--- config.mk ---
export PLATFORM = sky130hd
export DESIGN_NAME = secure_frame_tx_encrypt
export DESIGN_NICKNAME = d
export VERILOG_FILES = /design/src/secure_frame_tx_encrypt.v
export VERILOG_INCLUDE_DIRS = /design/src /design/src/src
export SDC_FILE = /design/constraint.sdc
export NUM_CORES = 1
export LEC_CHECK = 0
export CAP_MARGIN = 15
export CORE_MARGIN = 3
export CORE_UTILIZATION = 64
export CTS_BUF_LIST = sky130_fd_sc_hd__clkbuf_4 sky130_fd_sc_hd__clkbuf_8 sky130_fd_sc_hd__clkbuf_16
export DETAILED_ROUTE_END_ITERATION = 12
export DONT_BUFFER_PORTS = 1
export PLACE_DENSITY = 0.8
export SYNTH_ARGS = -nofsm -noshare
export SYNTH_HDL_FRONTEND = slang
export SYNTH_SLANG_ARGS = --single-unit
--- constraint.sdc ---
create_clock -name clk_in -period 3.2 [get_ports clk_in]
set_input_delay 0.48 -clock clk_in [delete_from_list [all_inputs] [get_ports clk_in]]
set_output_delay 0.48 -clock clk_in [all_outputs]
set_load 0.01 [all_outputs]
--- src/secure_frame_tx_encrypt_defines.vh ---
// constants for the transmit security control block
// assumes 10-bit register addresses, short space zero-extended
`ifndef SECURE_FRAME_TX_ENCRYPT_DEFINES_VH
`define SECURE_FRAME_TX_ENCRYPT_DEFINES_VH
`define ADDR_BEACON_CTRL 10'h01A
`define ADDR_NORMAL_CTRL 10'h01B
`define ADDR_SLOT1_CTRL 10'h01C
`define ADDR_SLOT2_CTRL 10'h01D
`define ADDR_TX_RESULT 10'h024
`define ADDR_CIPHER_A 10'h02C
`define ADDR_CIPHER_B 10'h02D
`define ADDR_INT_FLAGS 10'h031
`define ADDR_INT_ENABLES 10'h032
`define ADDR_CIPHER_C 10'h037
`define KEY_SPACE_TOP 4'hA
`define KEY_SLOT_NORMAL 2'h0
`define KEY_SLOT_SLOT1 2'h1
`define KEY_SLOT_SHARED 2'h2
`define KEY_SLOT_RX 2'h3
`define CTRL_TRIG 0
`define CTRL_SEC 1
`define RETRY_MSB 7
`define RETRY_LSB 6
`define RES_NORMAL_FAIL 0
`define RES_SLOT1_OK 1
`define RES_SLOT2_OK 2
`define RES_SLOT1_NO_TIME 3
`define RES_SLOT2_NO_TIME 4
`define RES_CHANNEL_BUSY 5
`define FLAG_NORMAL_DONE 0
`define FLAG_SLOT1_DONE 1
`define FLAG_SLOT2_DONE 2
`define FIFO_NORMAL 2'h0
`define FIFO_SLOT1 2'h1
`define FIFO_SLOT2 2'h2
`define FIFO_BEACON 2'h3
`define SUITE_NONE 3'h0
`define SUITE_CTR 3'h1
`define SUITE_CCM_128 3'h2
`define SUITE_CCM_64 3'h3
`define SUITE_CCM_32 3'h4
`define SUITE_CBC_128 3'h5
`define SUITE_CBC_64 3'h6
`define SUITE_CBC_32 3'h7
`define MIC_128 5'h10
`define MIC_64 5'h08
`define MIC_32 5'h04
`define SPI_SHORT_HDR 5'h08
`define SPI_LONG_HDR 5'h0C
`define RST_BYTE 8'h00
`endif

--- src/secure_frame_tx_encrypt.v ---
// transmit security control: register port, key memory, fifo arbiter
// assumes an external AES-128 engine and radio that report completion
`timescale 1ns/1ns
`include "secure_frame_tx_encrypt_defines.vh"
`default_nettype none
module secure_frame_tx_encrypt (
  input wire clk_in,
  input wire resetn_in,
  input wire spi_sck_in,
  input wire spi_cs_n_in,
  input wire spi_sdi_in,
  output reg spi_sdo_out,
  output reg tx_start_out,
  output reg [1:0] tx_fifo_sel_out,
  output reg tx_secure_out,
  output reg [2:0] tx_suite_out,
  output reg tx_encrypt_out,
  output reg tx_auth_out,
  output reg [4:0] tx_mic_bytes_out,
  output reg [127:0] tx_key_out,
  input wire tx_done_in,
  input wire tx_fail_in,
  input wire [1:0] tx_retries_in,
  input wire tx_busy_fail_in,
  input wire tx_no_time_in
);
  localparam [1:0] ST_IDLE = 2'h0;
  localparam [1:0] ST_LOAD = 2'h1;
  localparam [1:0] ST_WAIT = 2'h2;

  reg [7:0] key_mem [0:63];
  reg [1:0] beacon_fifo_ctrl_reg;
  reg [4:0] normal_fifo_ctrl_reg;
  reg [7:0] slot1_fifo_ctrl_reg;
  reg [7:0] slot2_fifo_ctrl_reg;
  reg [7:0] tx_result_reg;
  reg [7:0] cipher_ctrl_a_reg;
  reg [7:0] cipher_ctrl_b_reg;
  reg [7:0] cipher_ctrl_c_reg;
  reg [7:0] interrupt_flags_reg;
  reg [7:0] interrupt_enables_reg;
  reg [1:0] state_reg;
  reg [1:0] cur_fifo_reg;
  reg [1:0] key_slot_reg;

  // serial port state
  reg sck_d_reg;
  reg [4:0] bit_cnt_reg;
  reg [4:0] hdr_len_reg;
  reg [11:0] shift_in_reg;
  reg [7:0] shift_out_reg;
  reg [9:0] addr_reg;
  reg write_reg;

  wire sck_rise = spi_sck_in & ~sck_d_reg;
  wire sck_fall = ~spi_sck_in & sck_d_reg;
  wire [11:0] shift_in_next = {shift_in_reg[10:0], spi_sdi_in};
  wire hdr_done = sck_rise && (bit_cnt_reg == hdr_len_reg - 5'h01);
  wire wr_fire = sck_rise && write_reg && (bit_cnt_reg == hdr_len_reg + 5'h07);
  wire rd_load = sck_fall && !write_reg && (bit_cnt_reg == hdr_len_reg);
  wire [7:0] wr_data = shift_in_next[7:0];
  wire key_hit = (addr_reg[9:6] == `KEY_SPACE_TOP);

  // register read mux
  reg [7:0] rd_data;
  always @* begin
    rd_data = `RST_BYTE;
    if (key_hit) begin
      rd_data = key_mem[addr_reg[5:0]];
    end else begin
      case (addr_reg)
        `ADDR_BEACON_CTRL: rd_data = {6'h00, beacon_fifo_ctrl_reg};
        `ADDR_NORMAL_CTRL: rd_data = {3'h0, normal_fifo_ctrl_reg};
        `ADDR_SLOT1_CTRL: rd_data = slot1_fifo_ctrl_reg;
        `ADDR_SLOT2_CTRL: rd_data = slot2_fifo_ctrl_reg;
        `ADDR_TX_RESULT: rd_data = tx_result_reg;
        `ADDR_CIPHER_A: rd_data = cipher_ctrl_a_reg;
        `ADDR_CIPHER_B: rd_data = cipher_ctrl_b_reg;
        `ADDR_INT_FLAGS: rd_data = interrupt_flags_reg;
        `ADDR_INT_ENABLES: rd_data = interrupt_enables_reg;
        `ADDR_CIPHER_C: rd_data = cipher_ctrl_c_reg;
        default: rd_data = `RST_BYTE;
      endcase
    end
  end

  // serial slave: short header 0,a5..a0,w; long header 1,a9..a0,w
  always @(posedge clk_in) begin
    if (!resetn_in) begin
      sck_d_reg <= 1'b0;
      bit_cnt_reg <= 5'h00;
      hdr_len_reg <= `SPI_SHORT_HDR;
      shift_in_reg <= 12'h000;
      shift_out_reg <= `RST_BYTE;
      addr_reg <= 10'h000;
      write_reg <= 1'b0;
      spi_sdo_out <= 1'b0;
    end else begin
      sck_d_reg <= spi_sck_in;
      if (spi_cs_n_in) begin
        // deselected: serial out rests low, no stale read bits left
        bit_cnt_reg <= 5'h00;
        write_reg <= 1'b0;
        shift_out_reg <= `RST_BYTE;
        spi_sdo_out <= 1'b0;
      end else if (sck_rise) begin
        shift_in_reg <= shift_in_next;
        if (bit_cnt_reg != 5'h1F) begin
          bit_cnt_reg <= bit_cnt_reg + 5'h01;
        end
        if (bit_cnt_reg == 5'h00) begin
          hdr_len_reg <= spi_sdi_in ? `SPI_LONG_HDR : `SPI_SHORT_HDR;
        end
        if (hdr_done) begin
          write_reg <= shift_in_next[0];
          if (hdr_len_reg == `SPI_LONG_HDR) begin
            addr_reg <= shift_in_next[10:1];
          end else begin
            addr_reg <= {4'h0, shift_in_next[6:1]};
          end
        end
      end else if (sck_fall) begin
        if (rd_load) begin
          shift_out_reg <= {rd_data[6:0], 1'b0};
          spi_sdo_out <= rd_data[7];
        end else begin
          shift_out_reg <= {shift_out_reg[6:0], 1'b0};
          spi_sdo_out <= shift_out_reg[7];
        end
      end
    end
  end

  // key memory, no reset on the array itself
  always @(posedge clk_in) begin
    if (wr_fire && key_hit) begin
      key_mem[addr_reg[5:0]] <= wr_data;
    end
  end

  // pending requests; beacon first, then slotted, then normal
  wire beacon_req = beacon_fifo_ctrl_reg[`CTRL_TRIG];
  wire slot1_req = slot1_fifo_ctrl_reg[`CTRL_TRIG];
  wire slot2_req = slot2_fifo_ctrl_reg[`CTRL_TRIG];
  wire normal_req = normal_fifo_ctrl_reg[`CTRL_TRIG];
  wire any_req = beacon_req | slot1_req | slot2_req | normal_req;
  reg [1:0] pick_fifo;
  reg [1:0] pick_slot;
  reg pick_sec;
  reg [2:0] pick_suite;
  always @* begin
    pick_fifo = `FIFO_NORMAL;
    pick_slot = `KEY_SLOT_NORMAL;
    pick_sec = normal_fifo_ctrl_reg[`CTRL_SEC];
    pick_suite = cipher_ctrl_a_reg[2:0];
    if (beacon_req) begin
      pick_fifo = `FIFO_BEACON;
      pick_slot = `KEY_SLOT_SHARED;
      pick_sec = beacon_fifo_ctrl_reg[`CTRL_SEC];
      pick_suite = cipher_ctrl_b_reg[6:4];
    end else if (slot1_req) begin
      pick_fifo = `FIFO_SLOT1;
      pick_slot = `KEY_SLOT_SLOT1;
      pick_sec = slot1_fifo_ctrl_reg[`CTRL_SEC];
      pick_suite = cipher_ctrl_c_reg[2:0];
    end else if (slot2_req) begin
      pick_fifo = `FIFO_SLOT2;
      pick_slot = `KEY_SLOT_SHARED;
      pick_sec = slot2_fifo_ctrl_reg[`CTRL_SEC];
      pick_suite = cipher_ctrl_c_reg[5:3];
    end
  end

  // suite decode to engine controls
  reg dec_enc;
  reg dec_auth;
  reg [4:0] dec_mic;
  always @* begin
    dec_enc = 1'b0;
    dec_auth = 1'b0;
    dec_mic = 5'h00;
    case (pick_suite)
      `SUITE_CTR: dec_enc = 1'b1;
      `SUITE_CCM_128: begin dec_enc = 1'b1; dec_auth = 1'b1; dec_mic = `MIC_128; end
      `SUITE_CCM_64: begin dec_enc = 1'b1; dec_auth = 1'b1; dec_mic = `MIC_64; end
      `SUITE_CCM_32: begin dec_enc = 1'b1; dec_auth = 1'b1; dec_mic = `MIC_32; end
      `SUITE_CBC_128: begin dec_auth = 1'b1; dec_mic = `MIC_128; end
      `SUITE_CBC_64: begin dec_auth = 1'b1; dec_mic = `MIC_64; end
      `SUITE_CBC_32: begin dec_auth = 1'b1; dec_mic = `MIC_32; end
      default: dec_enc = 1'b0;
    endcase
  end

  // sequencer towards the cipher engine and radio
  wire done_now = (state_reg == ST_WAIT) && tx_done_in;
  always @(posedge clk_in) begin
    if (!resetn_in) begin
      state_reg <= ST_IDLE;
      cur_fifo_reg <= `FIFO_NORMAL;
      key_slot_reg <= `KEY_SLOT_NORMAL;
      tx_start_out <= 1'b0;
      tx_fifo_sel_out <= `FIFO_NORMAL;
      tx_secure_out <= 1'b0;
      tx_suite_out <= `SUITE_NONE;
      tx_encrypt_out <= 1'b0;
      tx_auth_out <= 1'b0;
      tx_mic_bytes_out <= 5'h00;
    end else begin
      tx_start_out <= 1'b0;
      case (state_reg)
        ST_IDLE: begin
          if (any_req) begin
            state_reg <= ST_LOAD;
            cur_fifo_reg <= pick_fifo;
            key_slot_reg <= pick_slot;
            tx_fifo_sel_out <= pick_fifo;
            tx_secure_out <= pick_sec && (pick_suite != `SUITE_NONE);
            tx_suite_out <= pick_sec ? pick_suite : `SUITE_NONE;
            tx_encrypt_out <= pick_sec && dec_enc;
            tx_auth_out <= pick_sec && dec_auth;
            tx_mic_bytes_out <= pick_sec ? dec_mic : 5'h00;
          end
        end
        ST_LOAD: begin
          tx_start_out <= 1'b1;
          state_reg <= ST_WAIT;
        end
        ST_WAIT: begin
          if (tx_done_in) begin
            state_reg <= ST_IDLE;
          end
        end
        default: state_reg <= ST_IDLE;
      endcase
    end
  end

  // key copy into the engine key register, one byte per lane
  genvar g;
  generate
    for (g = 0; g < 16; g = g + 1) begin : key_lane
      localparam [3:0] LANE = g;
      always @(posedge clk_in) begin
        if (!resetn_in) begin
          tx_key_out[g*8 +: 8] <= `RST_BYTE;
        end else if (state_reg == ST_LOAD) begin
          tx_key_out[g*8 +: 8] <= key_mem[{key_slot_reg, LANE}];
        end
      end
    end
  endgenerate

  // control, status and flag registers; hardware set wins over host clear
  wire wr_reg = wr_fire && !key_hit;
  wire flags_read = rd_load && (addr_reg == `ADDR_INT_FLAGS);
  wire fail_busy = tx_fail_in && tx_busy_fail_in;
  wire fail_time = tx_fail_in && tx_no_time_in;
  always @(posedge clk_in) begin
    if (!resetn_in) begin
      beacon_fifo_ctrl_reg <= 2'h0;
      normal_fifo_ctrl_reg <= 5'h00;
      slot1_fifo_ctrl_reg <= `RST_BYTE;
      slot2_fifo_ctrl_reg <= `RST_BYTE;
      tx_result_reg <= `RST_BYTE;
      cipher_ctrl_a_reg <= `RST_BYTE;
      cipher_ctrl_b_reg <= `RST_BYTE;
      cipher_ctrl_c_reg <= `RST_BYTE;
      interrupt_flags_reg <= `RST_BYTE;
      interrupt_enables_reg <= `RST_BYTE;
    end else begin
      if (flags_read) begin
        interrupt_flags_reg <= `RST_BYTE;
      end
      if (wr_reg) begin
        case (addr_reg)
          `ADDR_BEACON_CTRL: beacon_fifo_ctrl_reg <= wr_data[1:0];
          `ADDR_NORMAL_CTRL: normal_fifo_ctrl_reg <= wr_data[4:0];
          `ADDR_SLOT1_CTRL: slot1_fifo_ctrl_reg[5:0] <= wr_data[5:0];
          `ADDR_SLOT2_CTRL: slot2_fifo_ctrl_reg[5:0] <= wr_data[5:0];
          `ADDR_CIPHER_A: cipher_ctrl_a_reg <= wr_data;
          `ADDR_CIPHER_B: cipher_ctrl_b_reg <= {1'b0, wr_data[6:4], 2'h0, wr_data[1:0]};
          `ADDR_INT_ENABLES: interrupt_enables_reg <= wr_data;
          `ADDR_CIPHER_C: cipher_ctrl_c_reg <= wr_data;
          default: interrupt_enables_reg <= interrupt_enables_reg;
        endcase
      end
      if (done_now) begin
        case (cur_fifo_reg)
          `FIFO_NORMAL: begin
            normal_fifo_ctrl_reg[`CTRL_TRIG] <= 1'b0;
            tx_result_reg[`RES_NORMAL_FAIL] <= tx_fail_in;
            tx_result_reg[`RETRY_MSB:`RETRY_LSB] <= tx_retries_in;
            tx_result_reg[`RES_CHANNEL_BUSY] <= fail_busy;
            interrupt_flags_reg[`FLAG_NORMAL_DONE] <= 1'b1;
          end
          `FIFO_SLOT1: begin
            slot1_fifo_ctrl_reg[`CTRL_TRIG] <= 1'b0;
            slot1_fifo_ctrl_reg[`RETRY_MSB:`RETRY_LSB] <= tx_retries_in;
            tx_result_reg[`RES_SLOT1_OK] <= ~tx_fail_in;
            tx_result_reg[`RES_SLOT1_NO_TIME] <= fail_time;
            tx_result_reg[`RES_CHANNEL_BUSY] <= fail_busy;
            interrupt_flags_reg[`FLAG_SLOT1_DONE] <= 1'b1;
          end
          `FIFO_SLOT2: begin
            slot2_fifo_ctrl_reg[`CTRL_TRIG] <= 1'b0;
            slot2_fifo_ctrl_reg[`RETRY_MSB:`RETRY_LSB] <= tx_retries_in;
            tx_result_reg[`RES_SLOT2_OK] <= ~tx_fail_in;
            tx_result_reg[`RES_SLOT2_NO_TIME] <= fail_time;
            tx_result_reg[`RES_CHANNEL_BUSY] <= fail_busy;
            interrupt_flags_reg[`FLAG_SLOT2_DONE] <= 1'b1;
          end
          default: beacon_fifo_ctrl_reg[`CTRL_TRIG] <= 1'b0;
        endcase
      end
    end
  end
endmodule
`default_nettype wire

# After elaboration in Yosys (flattened, before gate mapping)
# Memories as Yosys holds them, arrays and structs flattened. A register that Yosys moved wholly into a read port is not among the register bits.
# Index checks and enable logic that the tools add are counted.
[classes]
n_reduce_logical = 63
n_eq_ne = 29
addsub = 3
muxes = 50
n_bitwise = 11
[op_table]
columns = ["op", "count"]
rows = [
  ["$pmux 8 s10", 1],
  ["$eq 10x6->1 const B", 6],
  ["$eq 10x5->1 const B", 4],
  ["$reduce_and 2->1", 18],
  ["$mux 1", 28],
  ["$mux 3", 7],
  ["$logic_not 1->1", 18],
  ["$mux 8", 2],
  ["$eq 5x5->1", 3],
  ["$pmux 5 s3", 1],
  ["$logic_and 1x1->1", 14],
  ["$eq 3x3->1 const B", 4],
  ["$mux 2", 6],
  ["$mux 6", 2],
  ["$mux 10", 1],
  ["$reduce_or 2->1", 4],
  ["$eq 3x2->1 const B", 2],
  ["$not 1->1", 6],
  ["$pmux 2 s3", 1],
  ["$reduce_and 3->1", 2],
  ["$reduce_or 6->1", 1],
  ["$add 5x1->5 const B", 1],
  ["$add 5x3->5 const B", 1],
  ["$eq 5x4->1 const B", 1],
  ["15 further kinds", 22],
]
[totals]
mem_bits_rw = 512
mem_count = 1
wordCells = 193
register_bits = 122
[mem_list]
columns = ["name", "depth", "word_bits", "rd", "rd_clocked_by_memory_dff", "write_ports", "line", "text"]
rows = [
  ["key_mem", 64, 8, 17, 17, 1, "secure_frame_tx_encrypt.v:31", "reg [7:0] key_mem [0:63];"],
]

# Depth between registers and ports, before layout
# Gate-level depths: netlist (run 1).
[depth]
word_depth = 8
ltp_mapped = 11
mapped_depth_nobuf = 8

# Worst setup path after synthesis (run 1)
# No wires, ideal clock.
[synth_timing]
kind = "reg-to-reg"
from = "register (tool-made name)"
to = "register shift_out_reg[6]"
n_path_buf = 2
setup_slack_ps = 799
required_ps = 3070
path_stages_with_launch = 9
setup_time_ps = 130
arrival_ps = 2271
cell_sequence = "dfxtp_1 buf_6 buf_2 mux4_2 mux4_2 nor2_1 nor4b_1 a2111oi_0 a21oi_1"
[synth_rtl]
columns = ["item", "line", "text"]
rows = [
  ["end signal, assigned", "secure_frame_tx_encrypt.v:94", "shift_out_reg <= `RST_BYTE;"],
  ["end signal, assigned", "secure_frame_tx_encrypt.v:104", "shift_out_reg <= `RST_BYTE;"],
  ["end signal, assigned", "secure_frame_tx_encrypt.v:124", "shift_out_reg <= {rd_data[6:0], 1'b0};"],
  ["end, declared", "secure_frame_tx_encrypt.v:51", "reg [7:0] shift_out_reg;"],
]

==> results.cfg, run 1 <==
[status]
outcome = finished, final reports clean

[clock_network]
clock_latency_ns = 0.64
ctsResizeCount = 0
post_cts_buffers = 0
cts_inserted_buffers = 78
cts.sinks = 760
cts_tree = done
htreeDepth = 3
root_buffer = clkbuf_16
clk_pin_slew_worst_paths_ns = 0.06
clock_path_buffers = 3

[die]
coreArea_um2 = 50200
die_h_um = 232
row_count = 82
io_pins = 154
start_util = 0.649
die_area_um2 = 53600
die_x_um = 232

[critical_path]
worstSetupEndpointType = register
cp-start-kind = register
critPathMaxStageDelay_ns = 0.68
crit_type = register to register
cp_cell_sequence = mux4_1 -> mux4_2 -> nor2_1 -> nor4b_1 -> or4b_1 -> o21a_1
cp_slowest_cell = dfxtp_4
critPathRequiredTime_ns = 3.73
arrival_ns = 3.49
critPathMaxFanout = 25

[place]
gp_congestion = 1.01
dp_hpwl_um = 68800
pre_cts_ws_ns = 0.321
portBuffers = 0

[final_layout]
largest_register_ffs = 512
nFillCells = 2968
layout-drive-gt1-share = 0.231
regArea_um2 = 20400
multi_input_area_um2 = 11500
area_delta_synth_final_pct = 13.1
fin_nets = 2329

[global_routing]
antenna_found_initial = 3
grt_max_degree = 135
track_usage = 0.394
grt_pass1_wl_um = 150000
grt_overflow = 0
grt_pass1_vias = 21400

[timing]
tightest_slew_ns = 1.14
setup_tns_ns = 0
finalSetupViolCount = 0
fin_skew_ns = 0.0345
timing.fmax_mhz = 338
rsz0062_at_grt = no
fin_ws_ns = 0.240
drv_slew = 0
post-route-period-util = 0.925
max_slew_margin = 0.243
finalHoldViolCount = 0
fin_crit_ns = 2.96

[worst_hold_path]
hp-class = input port to register

[detailed_routing]
dr.pass1.iters = 6
routed_wl_um = 104000
drt-initial-drc-count = 3284
vias = 21800
ant_nets = 0
wire_per_inst_um = 34.0
post-route-drc-count = 0
avgViaCountPerCell = 7.14

[run]
max_cap_viol_count = 0

[power]
swShare = 0.197
power_mw = 20.3
power_frac_comb = 0.006
p_leak_nw = 12.0
power.density_nw_per_um2 = 551
p_int_mw = 16.3
switchingPower_mw = 4.01
p_seq_frac = 0.512
clkPwrFrac = 0.482
vdd_drop_max_uv = 673

[synthesis]
ys_seq_area_frac = 0.625
syn_area_per_cell_um2 = 14.4
synth_area_um2 = 32600
synth_cell_types = 64
yosysWarningCount = 0
postSynthCellCount = 2258
synth-seq-cells = 760
async_reset_ff_frac = 0
synth_top_flop_cell = edfxtp_1
synth-edff-count = 512
[final cells by class]
| cell class | count | share of cell area |
|---|---|---|
| diodes | 2 | 0.000136 |
| clock buffers | 107 | 0.0636 |
| clock inverters | 38 | 0.0123 |
| inverters | 11 | 0.00126 |
| multi-input cells | 1325 | 0.312 |
| flip-flops and latches | 760 | 0.553 |
| well taps | 672 | 0.0228 |
| repair buffers | 139 | 0.0343 |
[path summary, 6_finish.rpt]
kind / from / end / cells after the start / slack (ns)
worst min register to register: slot1_fifo_ctrl_reg[7] / slot1_fifo_ctrl_reg[7] / 2 / 0.46
worst max register to register: register / shift_out_reg[2] / 6 / 0.24
worst max-delay path: register / shift_out_reg[2] / 6 / 0.24
worst min-delay path: tx_busy_fail_in / tx_result_reg[5] / 2 / 0.03
[cells by family (layout without fill, tap and decap cells)]
kind of cell / after synthesis / in the layout / share of synthesized area
compound gates: 303 / 303 / 0.0554
mux: 369 / 369 / 0.210
other cells: 1 / 4 / 0.000115
xor+xnor: 7 / 7 / 0.00188
flops: 760 / 760 / 0.625
buf+inv: 174 / 295 / 0.0229
simple gates: 641 / 641 / 0.0838
fa+ha+maj: 3 / 3 / 0.00115
[power by group through the flow]
stage | sequential, mW | clock (mW) | combinational, mW
final | 10.4 | 9.79 | 0.118
after global routing | 10.4 | 10.2 | 0.128
after CTS | 10.4 | 9.83 | 0.116
after detailed placement | 10.6 | 0 | 0.0919
after global placement | 10.6 | 0 | 0.0890
after floorplan | 10.6 | 0 | 0.0683
[cell usage after synthesis, types with 3 or more instances]
| cell type | instances | share of area |
|---|---|---|
| a211oi_1 | 5 | 0.0012 |
| ha_1 | 3 | 0.0012 |
| and3b_1 | 3 | 0.00081 |
| or3_1 | 6 | 0.0012 |
| o41ai_1 | 3 | 0.00081 |
| xor2_1 | 4 | 0.0011 |
| dfxtp_1 | 248 | 0.15 |
| or3b_2 | 3 | 0.00081 |
| nand2_1 | 356 | 0.041 |
| o211ai_1 | 9 | 0.0021 |
| a221oi_1 | 5 | 0.0013 |
| a2bb2oi_1 | 4 | 0.0011 |
| a2111oi_0 | 3 | 0.00081 |
| mux4_2 | 249 | 0.17 |
| mux2i_1 | 111 | 0.034 |
| o22ai_1 | 5 | 0.00096 |
| nor2_1 | 161 | 0.019 |
| and3_1 | 7 | 0.0013 |
| a31oi_1 | 3 | 0.00058 |
| buf_2 | 28 | 0.0043 |
| buf_1 | 21 | 0.0024 |
| nor3_1 | 13 | 0.0020 |
| nor2b_1 | 15 | 0.0029 |
| mux2_2 | 8 | 0.0028 |
| xnor2_1 | 3 | 0.00081 |
| a22o_1 | 4 | 0.0011 |
| nand3b_1 | 4 | 0.00092 |
| nor3b_1 | 3 | 0.00069 |
| and2_1 | 9 | 0.0017 |
| buf_4 | 13 | 0.0030 |
| a32oi_1 | 4 | 0.0011 |
| edfxtp_1 | 512 | 0.47 |
| or2_2 | 3 | 0.00058 |
| nor4_1 | 6 | 0.0012 |
| nor4b_1 | 3 | 0.00081 |
| nand2b_1 | 13 | 0.0025 |
| nand3_1 | 20 | 0.0031 |
| o21ai_0 | 12 | 0.0018 |
| clkbuf_1 | 99 | 0.011 |
| inv_1 | 9 | 0.0010 |
| nand4_1 | 10 | 0.0019 |
| a21oi_1 | 190 | 0.029 |
| a22oi_1 | 42 | 0.0097 |
[stage by stage]
stage / hold slack (ns) / cells / util / instance area [um2]
after floorplan: 0.436 / 2259 / - / 32600
after global placement: 0.447 / 2898 / 0.676 / 33900
after detailed placement: 0.448 / 2898 / 0.676 / 33900
after CTS: 0.00503 / 3051 / 0.733 / 36800
after global routing: 0.0334 / 3052 / 0.734 / 36800
final: 0.0303 / 3054 / 0.734 / 36800
[layer usage]
layer / vias up / track usage / share of wire
met5: - / 0 / 0.00035
met2: 1738 / 0.616 / 0.47
met4: 2 / 0.247 / 0.074
met3: 365 / 0.0875 / 0.12
li1: 8778 / - / -
met1: 10900 / 0.509 / 0.34
[cells in the final DEF (no fill, tap or decap), types with 10 or more instances in the layout]
cell,count
a21oi_1,190
a22oi_1,42
buf_12,16
buf_4,116
clkbuf_16,85
clkbuf_4,14
dfxtp_1,236
edfxtp_1,512
mux2i_1,111
mux4_2,249
nand2_1,356
nand2b_1,12
nand3_1,20
nand4_1,10
nor2_1,161
nor2b_1,14
nor3_1,13
o21ai_0,12
[critical path: cells and delay by family, from the launching register on]
family           cells  cell delay, ns
flip-flops           1            0.68
AO/OA/AOI/OAI        1            0.20
AND/OR/NAND/NOR      3            0.74
multiplexers         2            1.21
[timing repair]
action / 4_1_cts / 5_1_grt
setup endpoints to repair: 0 / 0
endpoints found under the hold margin: 74 / 0
hold buffers: 8 / 0
Power figures use the tool's default switching activity.
==> run 2, diff against run 1 <==
Settings changed: PLACE_DENSITY 0.8 to 0.77.
==> results.cfg, run 2 (synthesis results as in run 1) <==
[final_layout]
area_delta_synth_final_pct = 13.0
largest_register_ffs = 512
final_common_cell = edfxtp_1
fin_nets = 2348
multi_input_area_um2 = 11500
postLayoutCellArea_um2 = 36800
regArea_um2 = 20400
layout-drive-gt1-share = 0.235
layout_common_cells = edfxtp_1, nand2_1, mux4_2, dfxtp_1, a21oi_1
nFillCells = 3020

[die]
die_x_um = 232
io_pins = 154
coreArea_um2 = 50200
die_area_um2 = 53600
row_count = 82
die_h_um = 232
start_util = 0.649

[clock_network]
root_buffer = clkbuf_16
clock_path_buffers = 3
htreeDepth = 3
cts_tree = done
cts_inserted_buffers = 76
clk_pin_slew_worst_paths_ns = 0.06
clock_latency_ns = 0.63
cts.sinks = 760
post_cts_buffers = 0

[timing]
timing.fmax_mhz = 324
setup_tns_ns = 0
drv_slew = 0
finalHoldViolCount = 0
tightest_slew_ns = 1.20
fin_skew_ns = 0.0249
rsz0062_at_grt = no
fin_ws_ns = 0.111
finalSetupViolCount = 0
max_slew_margin = 0.201
post-route-period-util = 0.965
fin_crit_ns = 3.09

[status]
outcome = finished, final reports clean

[global_routing]
grt_max_degree = 225
track_usage = 0.392
grt_overflow = 0
antenna_found_initial = 2
grt_pass1_vias = 21500
grt_pass1_wl_um = 150000

[detailed_routing]
vias = 21900
ant_nets = 0
post-route-drc-count = 0
avgViaCountPerCell = 7.14
routed_wl_um = 104000
wire_per_inst_um = 33.9
drt-initial-drc-count = 3302
dr.pass1.iters = 7

[critical_path]
cp_slowest_cell = dfxtp_1
critPathRequiredTime_ns = 3.54
critPathMaxStageDelay_ns = 0.54
cp-start-kind = register
cpMostUsedCell = nor2_1
cp_cell_sequence = xor2_1 -> and3_1 -> nand4_1 -> nor2_1 -> nand3_1 -> nor2_1 -> buf_4
arrival_ns = 3.43
worstSetupEndpointType = register
critPathMaxFanout = 9
crit_type = register to register

[worst_hold_path]
hp-class = input port to register

[power]
p_leak_nw = 12.0
vdd_drop_max_uv = 710
power.density_nw_per_um2 = 538

[place]
portBuffers = 0
pre_cts_ws_ns = 0.371
gp_congestion = 1.03
post_dp_cell_area_um2 = 34100
dp_hpwl_um = 69500

[run]
max_cap_viol_count = 0
run 2: cell types whose count changed in the layout (fill, tap and decap cells not counted), sizes merged:
| cell | previous run | this run |
|---|---|---|
| buf | 132 | 153 |
| diode | 2 | 1 |
| inv | 14 | 15 |
| bufinv | 9 | 7 |
| clkinv | 22 | 24 |
| clkbuf | 107 | 102 |
run 2: critical path: cells and delay by family (launching register included):
family	cells	cell delay, ns
buf+inv	1	0.24
flops	1	0.54
xor+xnor	1	0.30
simple gates	5	1.71
run 2: what timing repair did:
item,CTS,global route
gates resized for setup,0,0
hold buffers,8,0
hold endpoints to repair,77,0
run 2: metal layers:
metal / GRT usage / share of wire / vias to the layer above
li1: - / - / 8804
met2: 0.615 / 0.47 / 1751
met4: 0.222 / 0.070 / 0
met3: 0.0837 / 0.12 / 338
met5: 0 / 0 / -
met1: 0.518 / 0.34 / 11000
run 2: worst paths after layout:
kind	from	to	slack [ns]	depth (start not counted)
hold reg to reg	slot2_fifo_ctrl_reg[7]	slot2_fifo_ctrl_reg[7]	0.47	2
hold / removal	spi_sdi_in	cipher_ctrl_b_reg[0]	0.03	2
setup reg to reg	hdr_len_reg[2]	key_mem[63][5]	0.11	7
setup / recovery	hdr_len_reg[2]	key_mem[63][5]	0.11	7
run 2: metrics by stage:
stage / util / power [mW] / hold slack, ns / std cells
after detailed placement: 0.679 / 10.7 / 0.461 / 2920
final: 0.733 / 19.8 / 0.0262 / 3070
after CTS: 0.733 / 19.8 / 0.00261 / 3069
after global placement: 0.679 / 10.7 / 0.446 / 2920
after floorplan: - / 10.7 / 0.436 / 2259
after global routing: 0.733 / 20.2 / 0.0227 / 3069
run 2: area by class of cell:
cell class,count,share of cell area
sequential,760,0.554
multi-input combinational,1325,0.313
clock buffer,102,0.0599
timing repair buffer,160,0.0391
tap,672,0.0229
clock inverter,39,0.0106
inverter,11,0.00126
antenna,1,0.0000680
run 2: power breakdown:
group          total (mW)  internal [mW]  switching, mW
Clock                9.27           5.43           3.84
Combinational       0.126         0.0262          0.100
Sequential           10.4           10.4        0.00808
Total                19.8           15.8           3.95
